`src/opt_pkg.sv`:
```
// Purpose: Shared constants, register map and carriers of the one-shot PWM timer
// Assumes: 32-bit Avalon-MM slave, word index is address[11:2]
// Notes:   Narrow registers sit in the low bits of the data word
package opt_pkg;

  ////////////////////////////////////////////////////////////////////////////////
  // Register indices (byte address is four times the index)
  localparam logic [9:0] IDX_MODE     = 10'h120;
  localparam logic [9:0] IDX_CTL_ONE  = 10'h121;
  localparam logic [9:0] IDX_IRQ_EN   = 10'h122;
  localparam logic [9:0] IDX_STATUS   = 10'h123;
  localparam logic [9:0] IDX_COUNTER  = 10'h124;
  localparam logic [9:0] IDX_IRQ_CTL  = 10'h125;
  localparam logic [9:0] IDX_GEN_A    = 10'h128;  // A..D at 128h..12Bh
  localparam logic [9:0] IDX_CTL_TWO  = 10'h130;
  localparam logic [9:0] IDX_FILTER   = 10'h131;

  ////////////////////////////////////////////////////////////////////////////////
  // Field positions
  localparam int MODE_CAP_A   = 0;  // Capture enables A..D in bits 3:0
  localparam int MODE_BUF_C   = 4;
  localparam int MODE_BUF_D   = 5;
  localparam int MODE_MULTI   = 6;
  localparam int MODE_RUN     = 7;
  localparam int C1_INIT_B    = 1;
  localparam int C1_SRC_LO    = 4;  // Count source select in bits 6:4
  localparam int C1_CLEAR     = 7;
  localparam int C2_POL_B     = 0;
  localparam int C2_POL_C     = 1;
  localparam int C2_POL_D     = 2;
  localparam int C2_STOP      = 5;
  localparam int C2_TRG_LO    = 6;
  localparam int C2_TRG_HI    = 7;
  localparam int FS_TRIGGER   = 4;
  localparam int FS_CLK_LO    = 6;
  localparam int FS_CLK_HI    = 7;
  localparam int ST_OVF       = 4;  // Status bits 3:0 are matches or captures A..D
  localparam int IC_REQ       = 3;  // Priority field in bits 2:0

  ////////////////////////////////////////////////////////////////////////////////
  // Reset values and masks
  localparam logic [7:0] CTL_TWO_RST  = 8'h18;
  localparam logic [7:0] CTL_TWO_RSV  = 8'h18;  // Unassigned bits read as one
  localparam logic [7:0] CTL_TWO_WMSK = 8'hE7;
  localparam logic [7:0] FILTER_WMSK  = 8'hDF;
  localparam logic [7:0] REG8_RST     = 8'h00;
  localparam logic [15:0] REG16_RST   = 16'h0000;
  localparam logic [15:0] CNT_MAX     = 16'hFFFF;
  localparam logic [31:0] RD_ZERO     = 32'h0000_0000;

  ////////////////////////////////////////////////////////////////////////////////
  // Counts of cycles
  localparam logic [4:0] PRE_F2       = 5'h01;  // Prescaler tick masks
  localparam logic [4:0] PRE_F4       = 5'h03;
  localparam logic [4:0] PRE_F8       = 5'h07;
  localparam logic [4:0] PRE_F32      = 5'h1F;
  localparam int FILT_SAMPLES         = 3;      // Equal samples needed to move

  ////////////////////////////////////////////////////////////////////////////////
  // Carriers and states
  typedef struct packed {
    logic [11:0] address;
    logic        read;
    logic        write;
    logic [3:0]  byteenable;
    logic [31:0] writedata;
  } opt_av_req_t;

  typedef struct packed {
    logic [31:0] readdata;
    logic        waitrequest;
  } opt_av_rsp_t;

  typedef enum logic [1:0] {ST_IDLE, ST_ARMED, ST_RUN} opt_state_t;

  // Byte-lane merge for 16-bit registers
  function automatic logic [15:0] opt_merge16(input logic [15:0] old_v,
                                              input logic [31:0] wd,
                                              input logic [3:0]  be);
    opt_merge16 = {be[1] ? wd[15:8] : old_v[15:8], be[0] ? wd[7:0] : old_v[7:0]};
  endfunction : opt_merge16

  // Prescaler tick: all masked bits high
  function automatic logic opt_pre_tick(input logic [4:0] pre, input logic [4:0] msk);
    opt_pre_tick = ((pre & msk) == msk);
  endfunction : opt_pre_tick

endpackage : opt_pkg

```
`src/opt_noise_filter.sv`:
```
// Purpose: Digital noise filter for one timer input pin
// Assumes: pin_in synchronous to clk, sample_en is a one-cycle pulse
// Notes:   With enable set, output moves only after FILT_SAMPLES equal samples; bypassed, it follows pin_in one clock later
module opt_noise_filter (
  input  wire logic clk,
  input  wire logic reset,
  input  wire logic sample_en,
  input  wire logic enable,
  input  wire logic pin_in,
  output wire logic pin_out
);
  import opt_pkg::*;

  logic [FILT_SAMPLES-1:0] samples;
  logic                    level;
  logic                    pin_q;

  ////////////////////////////////////////////////////////////////////////////////
  // Sampling shift and settled level
  wire all_high = &samples;
  wire all_low  = ~|samples;

  always_ff @(posedge clk) begin
    if (reset) begin
      samples <= '0;
      level   <= 1'b0;
      pin_q   <= 1'b0;
    end else begin
      pin_q <= pin_in;
      if (sample_en) begin
        samples <= {samples[FILT_SAMPLES-2:0], pin_in};
      end
      if (all_high) begin
        level <= 1'b1;
      end else if (all_low) begin
        level <= 1'b0;
      end
    end
  end

  // Bypass still goes through a flop so both paths share latency class
  assign pin_out = enable ? level : pin_q;

endmodule : opt_noise_filter

```
`src/opt_timer_top.sv`:
```
// Purpose: 16-bit up-counting timer with triggered one-shot PWM output on pin B
// Assumes: Single 10 MHz clock, synchronous active-high reset, pins synchronous
// Notes:   Oscillator inputs are one-cycle enable ticks, not clocks
// Notes on behaviour
// - Polarity bits set active level of pins B, C, D in multi-output mode only.
// - Period-stop bit 0 keeps counting after period match; 1 stops there.
// - Trigger edge field: 00 off, 01 rising, 10 falling, 11 both edges.
// - Filter select holds per-pin enables for capture pins A-D and trigger.
// - Filter clock field: 00 clk/32, 01 clk/8, 10 clk, 11 count source.
// - Trigger filter settings act only in single-pulse mode with trigger enabled.
// - Register A period, B end change point, C wait change point, on pin B.
// - Register D sets pin D in multi-output mode; with buffer bit set, it feeds next B value.
// - Five request sources merge into one request flag and one priority field.
// - Request flag is set while any status flag and its enable are set.
// - Request drops as soon as flag or enable is zero; nothing latched.
// - A further source while request is high leaves it high, no new edge.
// - Acknowledge leaves status flags alone; software clears them in handler.
// - Counter write colliding with automatic period clear is lost; counter becomes 0.
// - Read right after write may show old value; software inserts a short jump.
// - Unfiltered capture copies counter one or two cycles after the pin edge.
// - Period is A+1, wait is C+1, active width is B minus C cycles.
// - Period-stop match halts, restores pin B initial level, holds or clears counter.
//
// Implementation choice: register access over Avalon-MM.
module opt_timer_top (
  input  wire logic                clk,
  input  wire logic                reset,
  input  wire opt_pkg::opt_av_req_t av_req,
  output      opt_pkg::opt_av_rsp_t av_rsp,
  input  wire logic                trigger_pin,
  input  wire logic [3:0]          capture_pin,
  input  wire logic                ext_clk_pin,
  input  wire logic                fast_osc_40m,
  input  wire logic                fast_osc_divided,
  output wire logic                output_pin_b,
  output wire logic                output_pin_c,
  output wire logic                output_pin_d,
  output wire logic                irq_request_flag
);
  import opt_pkg::*;

  logic [7:0]  timer_mode_reg;
  logic [7:0]  pulse_control_one;
  logic [7:0]  pulse_control_two;
  logic [7:0]  filter_select;
  logic [4:0]  timer_irq_enable;
  logic [4:0]  timer_status;
  logic [2:0]  irq_priority_field;
  logic [15:0] timer_counter;
  logic [15:0] gen_reg [4];
  logic [15:0] next_counter;
  logic        ack;
  logic [31:0] rd_q;
  logic [31:0] rd_mux;
  logic [4:0]  pre;
  logic        ext_q;
  logic        ext_prev;
  logic        pin_b;
  logic        pin_c;
  logic        pin_d;
  logic        next_pin_b;
  logic        irq_q;
  logic [4:0]  filt_out;
  logic [4:0]  filt_prev;
  opt_state_t  state;
  opt_state_t  next_state;

  ////////////////////////////////////////////////////////////////////////////////
  // Bus slave: one wait cycle, read data captured on the first cycle
  wire       req_any = av_req.read | av_req.write;
  wire [9:0] idx     = av_req.address[11:2];
  wire [3:0] be      = av_req.byteenable;
  wire [31:0] wd     = av_req.writedata;
  wire       wr_en   = av_req.write & ack;
  wire       gen_hit = (idx[9:2] == IDX_GEN_A[9:2]);
  wire [1:0] gen_sel = idx[1:0];

  assign av_rsp.waitrequest = req_any & ~ack;
  assign av_rsp.readdata    = rd_q;

  // Register read data is a snapshot; irq_q lags a write by one more cycle, so a back-to-back read of it can be stale
  always_ff @(posedge clk) begin
    if (reset) begin
      ack  <= 1'b0;
      rd_q <= RD_ZERO;
    end else begin
      ack <= req_any & ~ack;
      if (av_req.read & ~ack) begin
        rd_q <= rd_mux;
      end
    end
  end

  // Read mux; unmapped addresses read as zero
  always_comb begin
    rd_mux = RD_ZERO;
    if (gen_hit) begin
      rd_mux = {16'h0000, gen_reg[gen_sel]};
    end else begin
      case (idx)
        IDX_MODE:    rd_mux = {24'h00_0000, timer_mode_reg};
        IDX_CTL_ONE: rd_mux = {24'h00_0000, pulse_control_one};
        IDX_IRQ_EN:  rd_mux = {27'h000_0000, timer_irq_enable};
        IDX_STATUS:  rd_mux = {27'h000_0000, timer_status};
        IDX_COUNTER: rd_mux = {16'h0000, timer_counter};
        IDX_IRQ_CTL: rd_mux = {28'h000_0000, irq_q, irq_priority_field};
        IDX_CTL_TWO: rd_mux = {24'h00_0000, pulse_control_two | CTL_TWO_RSV};
        IDX_FILTER:  rd_mux = {24'h00_0000, filter_select};
        default:     rd_mux = RD_ZERO;
      endcase
    end
  end

  // Write strobes
  wire wr_lo    = wr_en & be[0];
  wire wr_mode  = wr_lo & (idx == IDX_MODE);
  wire wr_ctl1  = wr_lo & (idx == IDX_CTL_ONE);
  wire wr_ien   = wr_lo & (idx == IDX_IRQ_EN);
  wire wr_stat  = wr_lo & (idx == IDX_STATUS);
  wire wr_ictl  = wr_lo & (idx == IDX_IRQ_CTL);
  wire wr_ctl2  = wr_lo & (idx == IDX_CTL_TWO);
  wire wr_filt  = wr_lo & (idx == IDX_FILTER);
  wire wr_cnt   = wr_en & (idx == IDX_COUNTER) & (be[0] | be[1]);
  wire wr_gen   = wr_en & gen_hit & (be[0] | be[1]);

  ////////////////////////////////////////////////////////////////////////////////
  // Field decode
  wire       multi     = timer_mode_reg[MODE_MULTI];
  wire       count_run = timer_mode_reg[MODE_RUN];
  wire       buf_d     = timer_mode_reg[MODE_BUF_D];
  wire       init_b    = pulse_control_one[C1_INIT_B];
  wire       clr_per   = pulse_control_one[C1_CLEAR];
  wire [2:0] src_sel   = pulse_control_one[C1_SRC_LO +: 3];
  wire       per_stop  = pulse_control_two[C2_STOP];
  wire [1:0] trg_edge  = pulse_control_two[C2_TRG_HI:C2_TRG_LO];
  wire [1:0] filt_clk  = filter_select[FS_CLK_HI:FS_CLK_LO];
  // Trigger only counts in single-pulse mode
  wire       trg_en    = ~multi & (trg_edge != 2'b00);

  ////////////////////////////////////////////////////////////////////////////////
  // Prescaler and count source select
  wire ext_tick = ext_q & ~ext_prev;
  wire src_tick = (src_sel == 3'b000) ? 1'b1 :
                  (src_sel == 3'b001) ? opt_pre_tick(pre, PRE_F2) :
                  (src_sel == 3'b010) ? opt_pre_tick(pre, PRE_F4) :
                  (src_sel == 3'b011) ? opt_pre_tick(pre, PRE_F8) :
                  (src_sel == 3'b100) ? opt_pre_tick(pre, PRE_F32) :
                  (src_sel == 3'b101) ? ext_tick :
                  (src_sel == 3'b110) ? fast_osc_40m : fast_osc_divided;
  // Filter sampling clock
  wire filt_tick = (filt_clk == 2'b00) ? opt_pre_tick(pre, PRE_F32) :
                   (filt_clk == 2'b01) ? opt_pre_tick(pre, PRE_F8) :
                   (filt_clk == 2'b10) ? 1'b1 : src_tick;

  always_ff @(posedge clk) begin
    if (reset) begin
      pre      <= 5'h00;
      ext_q    <= 1'b0;
      ext_prev <= 1'b0;
    end else begin
      pre      <= pre + 5'h01;
      ext_q    <= ext_clk_pin;
      ext_prev <= ext_q;
    end
  end

  ////////////////////////////////////////////////////////////////////////////////
  // Input filters: slot 4 is the trigger, 3:0 capture pins A..D
  wire [4:0] pins_raw = {trigger_pin, capture_pin};
  // Trigger filter only meaningful with an enabled trigger
  wire [4:0] filt_en  = {filter_select[FS_TRIGGER] & trg_en, filter_select[3:0]};

  for (genvar g = 0; g < 5; g++) begin : g_filt
    opt_noise_filter u_filt (
      .clk       (clk),
      .reset     (reset),
      .sample_en (filt_tick),
      .enable    (filt_en[g]),
      .pin_in    (pins_raw[g]),
      .pin_out   (filt_out[g])
    );
  end

  always_ff @(posedge clk) begin
    if (reset) begin
      filt_prev <= 5'h00;
    end else begin
      filt_prev <= filt_out;
    end
  end

  wire trg_rise  = filt_out[4] & ~filt_prev[4];
  wire trg_fall  = ~filt_out[4] & filt_prev[4];
  wire trg_hit   = (trg_edge[0] & trg_rise) | (trg_edge[1] & trg_fall);
  // Pin edge to copy takes one or two clocks with filter bypassed
  wire [3:0] cap_hit = filt_out[3:0] & ~filt_prev[3:0] & timer_mode_reg[3:0];

  ////////////////////////////////////////////////////////////////////////////////
  // Compare matches, only on count-source ticks
  wire       tick      = (state == ST_RUN) & src_tick;
  wire [3:0] match;
  for (genvar m = 0; m < 4; m++) begin : g_match
    assign match[m] = tick & (timer_counter == gen_reg[m]);
  end
  wire stop_hit   = match[0] & per_stop;
  wire overflow   = tick & (timer_counter == CNT_MAX);
  wire trig_start = trg_en & trg_hit & count_run & (state != ST_IDLE);
  wire buf_xfer   = match[0] & buf_d;

  ////////////////////////////////////////////////////////////////////////////////
  // Run state
  always_comb begin
    next_state = state;
    unique case (state)
      ST_IDLE:  if (count_run) begin
                  next_state = (trg_en & per_stop) ? ST_ARMED : ST_RUN;
                end
      ST_ARMED: if (trg_hit & trg_en) begin
                  next_state = ST_RUN;
                end
      ST_RUN:   if (stop_hit) begin
                  next_state = trg_en ? ST_ARMED : ST_IDLE;
                end
      default:  next_state = ST_IDLE;
    endcase
    if (!count_run) begin
      next_state = ST_IDLE;
    end
  end

  always_ff @(posedge clk) begin
    if (reset) begin
      state <= ST_IDLE;
    end else begin
      state <= next_state;
    end
  end

  ////////////////////////////////////////////////////////////////////////////////
  // Counter; automatic clear beats a colliding software write
  always_comb begin
    next_counter = timer_counter;
    if (trig_start) begin
      next_counter = REG16_RST;
    end else if (match[0] & clr_per) begin
      next_counter = REG16_RST;
    end else if (wr_cnt) begin
      next_counter = opt_merge16(timer_counter, wd, be);
    end else if (tick & ~stop_hit) begin
      next_counter = timer_counter + 16'h0001;
    end
  end

  always_ff @(posedge clk) begin
    if (reset) begin
      timer_counter <= REG16_RST;
    end else begin
      timer_counter <= next_counter;
    end
  end

  ////////////////////////////////////////////////////////////////////////////////
  // General registers: capture, then software, then buffer transfer
  always_ff @(posedge clk) begin
    if (reset) begin
      for (int j = 0; j < 4; j++) begin
        gen_reg[j] <= REG16_RST;
      end
    end else begin
      for (int j = 0; j < 4; j++) begin
        if (cap_hit[j]) begin
          gen_reg[j] <= timer_counter;
        end else if (wr_gen && gen_sel == 2'(j)) begin
          gen_reg[j] <= opt_merge16(gen_reg[j], wd, be);
        end else if (j == 1 && buf_xfer) begin
          gen_reg[j] <= gen_reg[3];
        end
      end
    end
  end

  ////////////////////////////////////////////////////////////////////////////////
  // Control registers; stop without trigger drops the run bit
  always_ff @(posedge clk) begin
    if (reset) begin
      timer_mode_reg     <= REG8_RST;
      pulse_control_one  <= REG8_RST;
      pulse_control_two  <= CTL_TWO_RST;
      filter_select      <= REG8_RST;
      timer_irq_enable   <= 5'h00;
      irq_priority_field <= 3'h0;
    end else begin
      if (wr_mode) begin
        timer_mode_reg <= wd[7:0];
      end else if (stop_hit & ~trg_en) begin
        timer_mode_reg[MODE_RUN] <= 1'b0;
      end
      if (wr_ctl1) begin
        pulse_control_one <= wd[7:0];
      end
      if (wr_ctl2) begin
        pulse_control_two <= (wd[7:0] & CTL_TWO_WMSK) | CTL_TWO_RSV;
      end
      if (wr_filt) begin
        filter_select <= wd[7:0] & FILTER_WMSK;
      end
      if (wr_ien) begin
        timer_irq_enable <= wd[4:0];
      end
      if (wr_ictl) begin
        irq_priority_field <= wd[2:0];
      end
    end
  end

  ////////////////////////////////////////////////////////////////////////////////
  // Status flags: write 0 clears, hardware set wins in the same cycle
  wire [4:0] stat_set = {overflow, match | cap_hit};
  wire [4:0] stat_clr = wr_stat ? ~wd[4:0] : 5'h00;

  always_ff @(posedge clk) begin
    if (reset) begin
      timer_status <= 5'h00;
      irq_q        <= 1'b0;
    end else begin
      timer_status <= (timer_status & ~stat_clr) | stat_set;
      // Level merge: follows flags and enables, never latched
      irq_q        <= |(timer_status & timer_irq_enable);
    end
  end
  assign irq_request_flag = irq_q;

  ////////////////////////////////////////////////////////////////////////////////
  // Pin B one-shot sequence; multi-output mode compares against register B
  function automatic logic pwm_level(input logic run, input logic [15:0] cnt,
                                     input logic [15:0] cmp, input logic pol);
    pwm_level = (run && cnt < cmp) ? pol : ~pol;
  endfunction : pwm_level

  always_comb begin
    next_pin_b = pin_b;
    if (multi) begin
      next_pin_b = pwm_level(count_run, timer_counter, gen_reg[1],
                             pulse_control_two[C2_POL_B]);
    end else if (state == ST_IDLE || stop_hit || trig_start) begin
      next_pin_b = init_b;
    end else if (match[2]) begin
      next_pin_b = ~init_b;
    end else if (match[1]) begin
      next_pin_b = init_b;
    end
  end

  always_ff @(posedge clk) begin
    if (reset) begin
      pin_b <= 1'b0;
      pin_c <= 1'b0;
      pin_d <= 1'b0;
    end else begin
      pin_b <= next_pin_b;
      pin_c <= multi & pwm_level(count_run, timer_counter, gen_reg[2],
                                 pulse_control_two[C2_POL_C]);
      pin_d <= multi & pwm_level(count_run, timer_counter, gen_reg[3],
                                 pulse_control_two[C2_POL_D]);
    end
  end

  assign output_pin_b = pin_b;
  assign output_pin_c = pin_c;
  assign output_pin_d = pin_d;

endmodule : opt_timer_top

```
`config.mk`:
```
export PLATFORM = sky130hd
export DESIGN_NAME = opt_timer_top
export DESIGN_NICKNAME = d
export VERILOG_FILES = /design/src/opt_pkg.sv /design/src/opt_noise_filter.sv /design/src/opt_timer_top.sv
export SDC_FILE = /design/constraint.sdc
export NUM_CORES = 1
export LEC_CHECK = 0
export BUFFER_PORTS_ARGS = -buffer_cell sky130_fd_sc_hd__buf_2
export CAP_MARGIN = 5
export CORE_MARGIN = 3
export CORE_UTILIZATION = 50
export CTS_CLUSTER_SIZE = 16
export DETAILED_ROUTE_END_ITERATION = 10
export PLACE_DENSITY_LB_ADDON = 0.25
export SLEW_MARGIN = 5
export SYNTH_ARGS = -nofsm -noshare
export SYNTH_HDL_FRONTEND = slang
export SYNTH_SLANG_ARGS = --single-unit
```
`constraint.sdc`:
```
create_clock -name clk -period 4.8 [get_ports clk]
set_input_delay 0.24 -clock clk [delete_from_list [all_inputs] [get_ports clk]]
set_output_delay 0.24 -clock clk [all_outputs]
set_load 0.01 [all_outputs]
```
==> results.cfg, run 1 <==
[timing]
timing.setup.tns_ns = 0
worst_pin_slew_ns = 1.19
setup_viol = 0
drv_slew = 0
timing.fmax_mhz = 279
finalHoldViolCount = 0
rsz0062_at_grt = no
setup_ws_ns = 1.22
period_share = 0.745
clock-skew-final_ns = 0.0123
fin_hold_ws_ns = 0.0164
fin_crit_ns = 3.58
slew_headroom = 0.205

[critical_path]
required_ns = 4.88
critPathLaunchType = flip-flop
worst_ep_arrival_time_ns = 3.66
worstSetupPathType = reg -> reg
critPathCaptureType = flip-flop
path_max_fanout = 17

[floorplan]
dieArea_um2 = 22700
ios = 97
initial_core_util = 0.512
die_w_um = 151
rows = 52
die_h_um = 151
core_um2 = 20400

[clock_network]
root_buffer = clkbuf_16
clkTransAtPathRegs_ns = 0.07
cts_sinks = 182
ctsResizeCount = 0
numCtsBuffers = 17
cts_tree = built
cts_hold_buf = 0
clockBufferDepth = 2
clk_latency_ns = 0.44
htree_levels = 4
cts_setup_buffers = 0

[cells_and_area]
areaGrowthSynthToFinish_pct = 9.80
drive_above_1_share = 0.156
multiInputGateArea_um2 = 5590
fin_nets = 1219
antennaDiodeCount = 0
fill_cells = 1831
seqCellArea_um2 = 4280
largest_reg_flops = 64
final_core_util = 0.563

[power_and_ir_drop]
swShare = 0.243
powerDensity_nw_per_um2 = 292
peakVddDrop_mv = 0.210
power_uw = 3360
power.switching_uw = 816
clockPowerShare = 0.440
leakagePower_uw = 0.00442
combPwrFrac = 0.069
p_seq_frac = 0.491
intPower_uw = 2540

[synth]
synth_area_leaders = dfxtp_1 (23%), edfxtp_1 (18%), ha_1 (6.2%)
synth_seq_cells = 182
synth_top_area_share = 0.226
yosysSeqAreaShare = 0.409
synthFlopType = dfxtp_1
async_flop_share = 0
synthesis.area_um2 = 10500
synth_area_leader_cell = dfxtp_1
yosysMostFrequentCell = dfxtp_1
syn_inst = 1082
yosys_warnings = 0
ys_types = 82
synth_edf_count = 64
syn_area_per_cell_um2 = 9.68
netlist_top_cells_count = dfxtp_1 (118), nand2_1 (90), a21oi_1 (70)

[place]
place.gp.congestion = 0.955
port_buffers = 60
hpwl_um = 21400
dp_slack_ns = 1.27

[min_path]
hp-class = in -> reg

[outcome]
outcome = finished clean

[global_routing]
grt_pass1_vias = 7935
grt_pass1_wl_um = 46800
overflow = 0
antenna_found_initial = 0
grt_use_total = 0.270
grt_max_degree = 52

[routing]
wirelength_um = 30500
drtPass1Iterations = 7
num_vias = 8640
remaining_drc_errors = 0
drtIter0Drc = 972
via_per_inst = 6.22
antenna_left = 0
wl_per_cell_um = 21.9

[run]
maxCapViolCount = 0
## layout by cell type (no fill, tap or decap), types with 48 or more instances in the layout
master / n
edfxtp_1: 64
buf_2: 59
a21oi_1: 70
ha_1: 52
dfxtp_1: 118
o21ai_0: 58
nand2_1: 90
a22o_1: 48
nor2_1: 68
mux2i_1: 57
inv_1: 55
## worst max-delay path, cell delays in order, from the launching register on
cell and delay (ns):
dfxtp_1 0.40, ha_1 0.20, and3_1 0.15, ha_1 0.18
nor2b_2 0.05, o2111ai_1 0.32, and3_1 0.30, and2_4 0.22
and4b_1 0.78, nand2b_1 0.23, a21o_1 0.39
## routing by layer
layer,GRT usage,vias to the layer above,part of all wire
met5,0,-,0
met4,0.0730,0,0.022
met3,0.0617,54,0.094
met2,0.412,436,0.44
met1,0.389,4138,0.44
li1,-,4012,-
## layout make-up
| class | instances | area share |
|---|---|---|
| clock buffers | 21 | 0.0419 |
| clock inverters | 10 | 0.0115 |
| inverters | 55 | 0.0180 |
| multi-input cells | 770 | 0.486 |
| flip-flops and latches | 182 | 0.373 |
| well taps | 270 | 0.0294 |
| repair buffers | 81 | 0.0401 |
## logic make-up after synthesis
group	count (synthesis)	share of synthesized area
and+or+nand+nor	306	0.156
adders and majority gates	52	0.0621
buffers and inverters	145	0.0631
DFF	182	0.409
other	1	0.000358
AOI/OAI and AO/OA	300	0.196
muxes	77	0.0975
xor gates and xnor gates	19	0.0159
## power by group through the flow
stage / Clock (µW) / Sequential [µW] / Combinational [µW]
3_3_place_gp: 0 / 1680 / 223
2_1_floorplan: 0 / 1680 / 144
5_1_grt: 1550 / 1650 / 247
6_report: 1480 / 1650 / 230
4_1_cts: 1490 / 1650 / 227
3_5_place_dp: 0 / 1680 / 225
## stage by stage
step / std cells / instance area, µm²
after floorplan: 1097 / 10500
after global placement: 1358 / 10900
after detailed placement: 1358 / 10900
after CTS: 1389 / 11500
after global routing: 1389 / 11500
final: 1389 / 11500
## worst paths after layout
kind,depth (start not counted),end,slack [ns],from
worst min register to register,2,g_filt[4].u_filt.level,0.47,g_filt[4].u_filt.samples[0]
worst max register to register,10,gen_reg[1][13],1.22,pre[0]
worst min-delay path,2,ext_q,0.02,ext_clk_pin
worst max-delay path,10,gen_reg[1][13],1.22,pre[0]
Power figures use the tool's default switching activity.
==> run 2: changes to the inputs <==
==> constraint.sdc (replaced) <==
create_clock -name clk -period 3.7 [get_ports clk]
set_input_delay 0.185 -clock clk [delete_from_list [all_inputs] [get_ports clk]]
set_output_delay 0.185 -clock clk [all_outputs]
set_load 0.01 [all_outputs]
==> run 2 against run 1 <==
Against the previous run:
- worst hold slack improved by 0.10 ns
- design area increased by 0.77%
- combinational power increased by 33%
- clock-buffer cell count decreased by 2
- setup slack got worse by 0.47 ns
- critical path depth decreased by 3
- total power increased by 26%
- wire length increased by 3.2%
- fmax increased by 21%
- sequential power increased by 30%
- clock power increased by 20%
- critical path type unchanged
- critical endpoint is now gen_reg[1][4]
- highest routed layer unchanged
==> results.cfg, run 2 (synthesis results as in run 1) <==
[timing]
slew_headroom = 0.204
fin_crit_ns = 2.95
timing.setup.tns_ns = 0
drv_slew = 0
clock-skew-final_ns = 0.00902
rsz0062_at_grt = no
setup_viol = 0
finalHoldViolCount = 0
timing.fmax_mhz = 339
setup_ws_ns = 0.753
period_share = 0.796
worst_pin_slew_ns = 1.19

[clock_network]
htree_levels = 4
cts_tree = built
clk_latency_ns = 0.44
clkTransAtPathRegs_ns = 0.07
root_buffer = clkbuf_16
numCtsBuffers = 17
cts_sinks = 182
ctsResizeCount = 0
clockBufferDepth = 2

[power_and_ir_drop]
peakVddDrop_mv = 0.228
clockPowerShare = 0.421
p_seq_frac = 0.506
combPwrFrac = 0.073
swShare = 0.259
intPower_uw = 3130
powerDensity_nw_per_um2 = 365
leakagePower_uw = 0.00448
power.switching_uw = 1090

[critical_path]
critPathMaxStageDelay_ns = 0.65
critPathLaunchType = flip-flop
path_max_fanout = 13
crit_buf_inv = 0
slowest_stage = dfxtp_1
required_ns = 3.77
cp_cell_sequence = xnor2_1, nand4_1, nor4_4, and2_4, and4b_1, nand2b_1, a21o_1
worstSetupPathType = reg -> reg
critPathCaptureType = flip-flop
critical_path.top_delay_family = simple AND/OR/NAND/NOR gates
worst_ep_arrival_time_ns = 3.02

[routing]
drtIter0Drc = 1005
drtPass1Iterations = 6
num_vias = 8810
wirelength_um = 31400
remaining_drc_errors = 0
via_per_inst = 6.27
wl_per_cell_um = 22.4
antenna_left = 0

[floorplan]
dieArea_um2 = 22700
die_h_um = 151
die_w_um = 151
initial_core_util = 0.512
core_um2 = 20400
rows = 52
ios = 97

[min_path]
hp-class = in -> reg

[place]
place_area_um2 = 11000
port_buffers = 60
dp_slack_ns = 0.788
place.gp.congestion = 0.981
hpwl_um = 22300

[cells_and_area]
areaGrowthSynthToFinish_pct = 10.6
final_common_cell = dfxtp_1
layout_common_cells = dfxtp_1 (118), nand2_1 (90), a21oi_1 (70)
design_area_um2 = 11600
antennaDiodeCount = 0
drive_above_1_share = 0.165
fin_nets = 1235
largest_reg_flops = 64

[global_routing]
grt_use_total = 0.280
grt_max_degree = 38
grt_pass1_vias = 8242
overflow = 0
antenna_found_initial = 0
grt_pass1_wl_um = 48200

[outcome]
outcome = finished clean

[run]
maxCapViolCount = 0
==> run 2: cell count changes in the layout (fill, tap and decap cells not counted) <==
| cell | previous run | this run |
|---|---|---|
| clkinv_2 | 0 | 2 |
| clkinvlp_4 | 0 | 1 |
| dlygate4sd3_1 | 0 | 6 |
| inv_6 | 2 | 5 |
| clkbuf_16 | 18 | 17 |
| inv_8 | 2 | 1 |
| clkinv_8 | 0 | 1 |
| clkbuf_1 | 1 | 0 |
| buf_4 | 22 | 32 |
| inv_4 | 1 | 0 |
| bufinv_16 | 2 | 0 |
==> run 2: worst paths after layout <==
| path | end | from | slack (ns) | cells after the start |
|---|---|---|---|---|
| hold reg to reg | g_filt[4].u_filt.level | g_filt[4].u_filt.samples[0] | 0.47 | 2 |
| setup / recovery | gen_reg[1][4] | timer_counter[1] | 0.75 | 7 |
| hold / removal | pulse_control_two[5] | av_req[5] | 0.12 | 3 |
| setup reg to reg | gen_reg[1][4] | timer_counter[1] | 0.75 | 7 |
==> run 2: layout make-up <==
cell class	count	area (µm²)
inverter	55	206
fill	1826	8850
clock buffer	19	453
sequential	182	4280
tap	270	338
multi-input combinational	770	5590
clock inverter	13	115
timing repair buffer	97	596
==> run 2: timing repair <==
item / CTS / global route
endpoints found under the hold margin: 9 / 1
hold buffers: 5 / 1
buffers inserted: 0 / 0
==> run 2: per-stage QoR <==
stage               std cells  hold slack [ns]  power (µW)  utilization
detailed placement       1368            0.410        2480        0.536
floorplan                1097            0.313        2370            -
global route             1406            0.115        4350        0.567
CTS                      1405          0.00718        4230        0.567
finish                   1406            0.117        4230        0.567
global placement         1368            0.405        2480        0.536
==> run 2: worst reg2reg max path: cells and delay by family (launching register included) <==
family           cells  cell delay, ns
flip-flops           1            0.65
XOR/XNOR             1            0.23
AND/OR/NAND/NOR      5            1.27
AO/OA/AOI/OAI        1            0.43
==> run 2: routing by layer <==
layer | GRT usage | vias up | wire (µm)
met5 | 0 | - | 0
met4 | 0.109 | 0 | 1320
met3 | 0.0617 | 87 | 2960
met2 | 0.423 | 454 | 14000
met1 | 0.394 | 4231 | 13200
li1 | - | 4038 | -
==> run 2: power groups by stage <==
stage	combinational [µW]	sequential, µW	clock (µW)
4_1_cts	302	2140	1790
3_3_place_gp	294	2180	0
6_report	307	2140	1780
5_1_grt	331	2140	1870
3_5_place_dp	297	2180	0
2_1_floorplan	187	2180	0
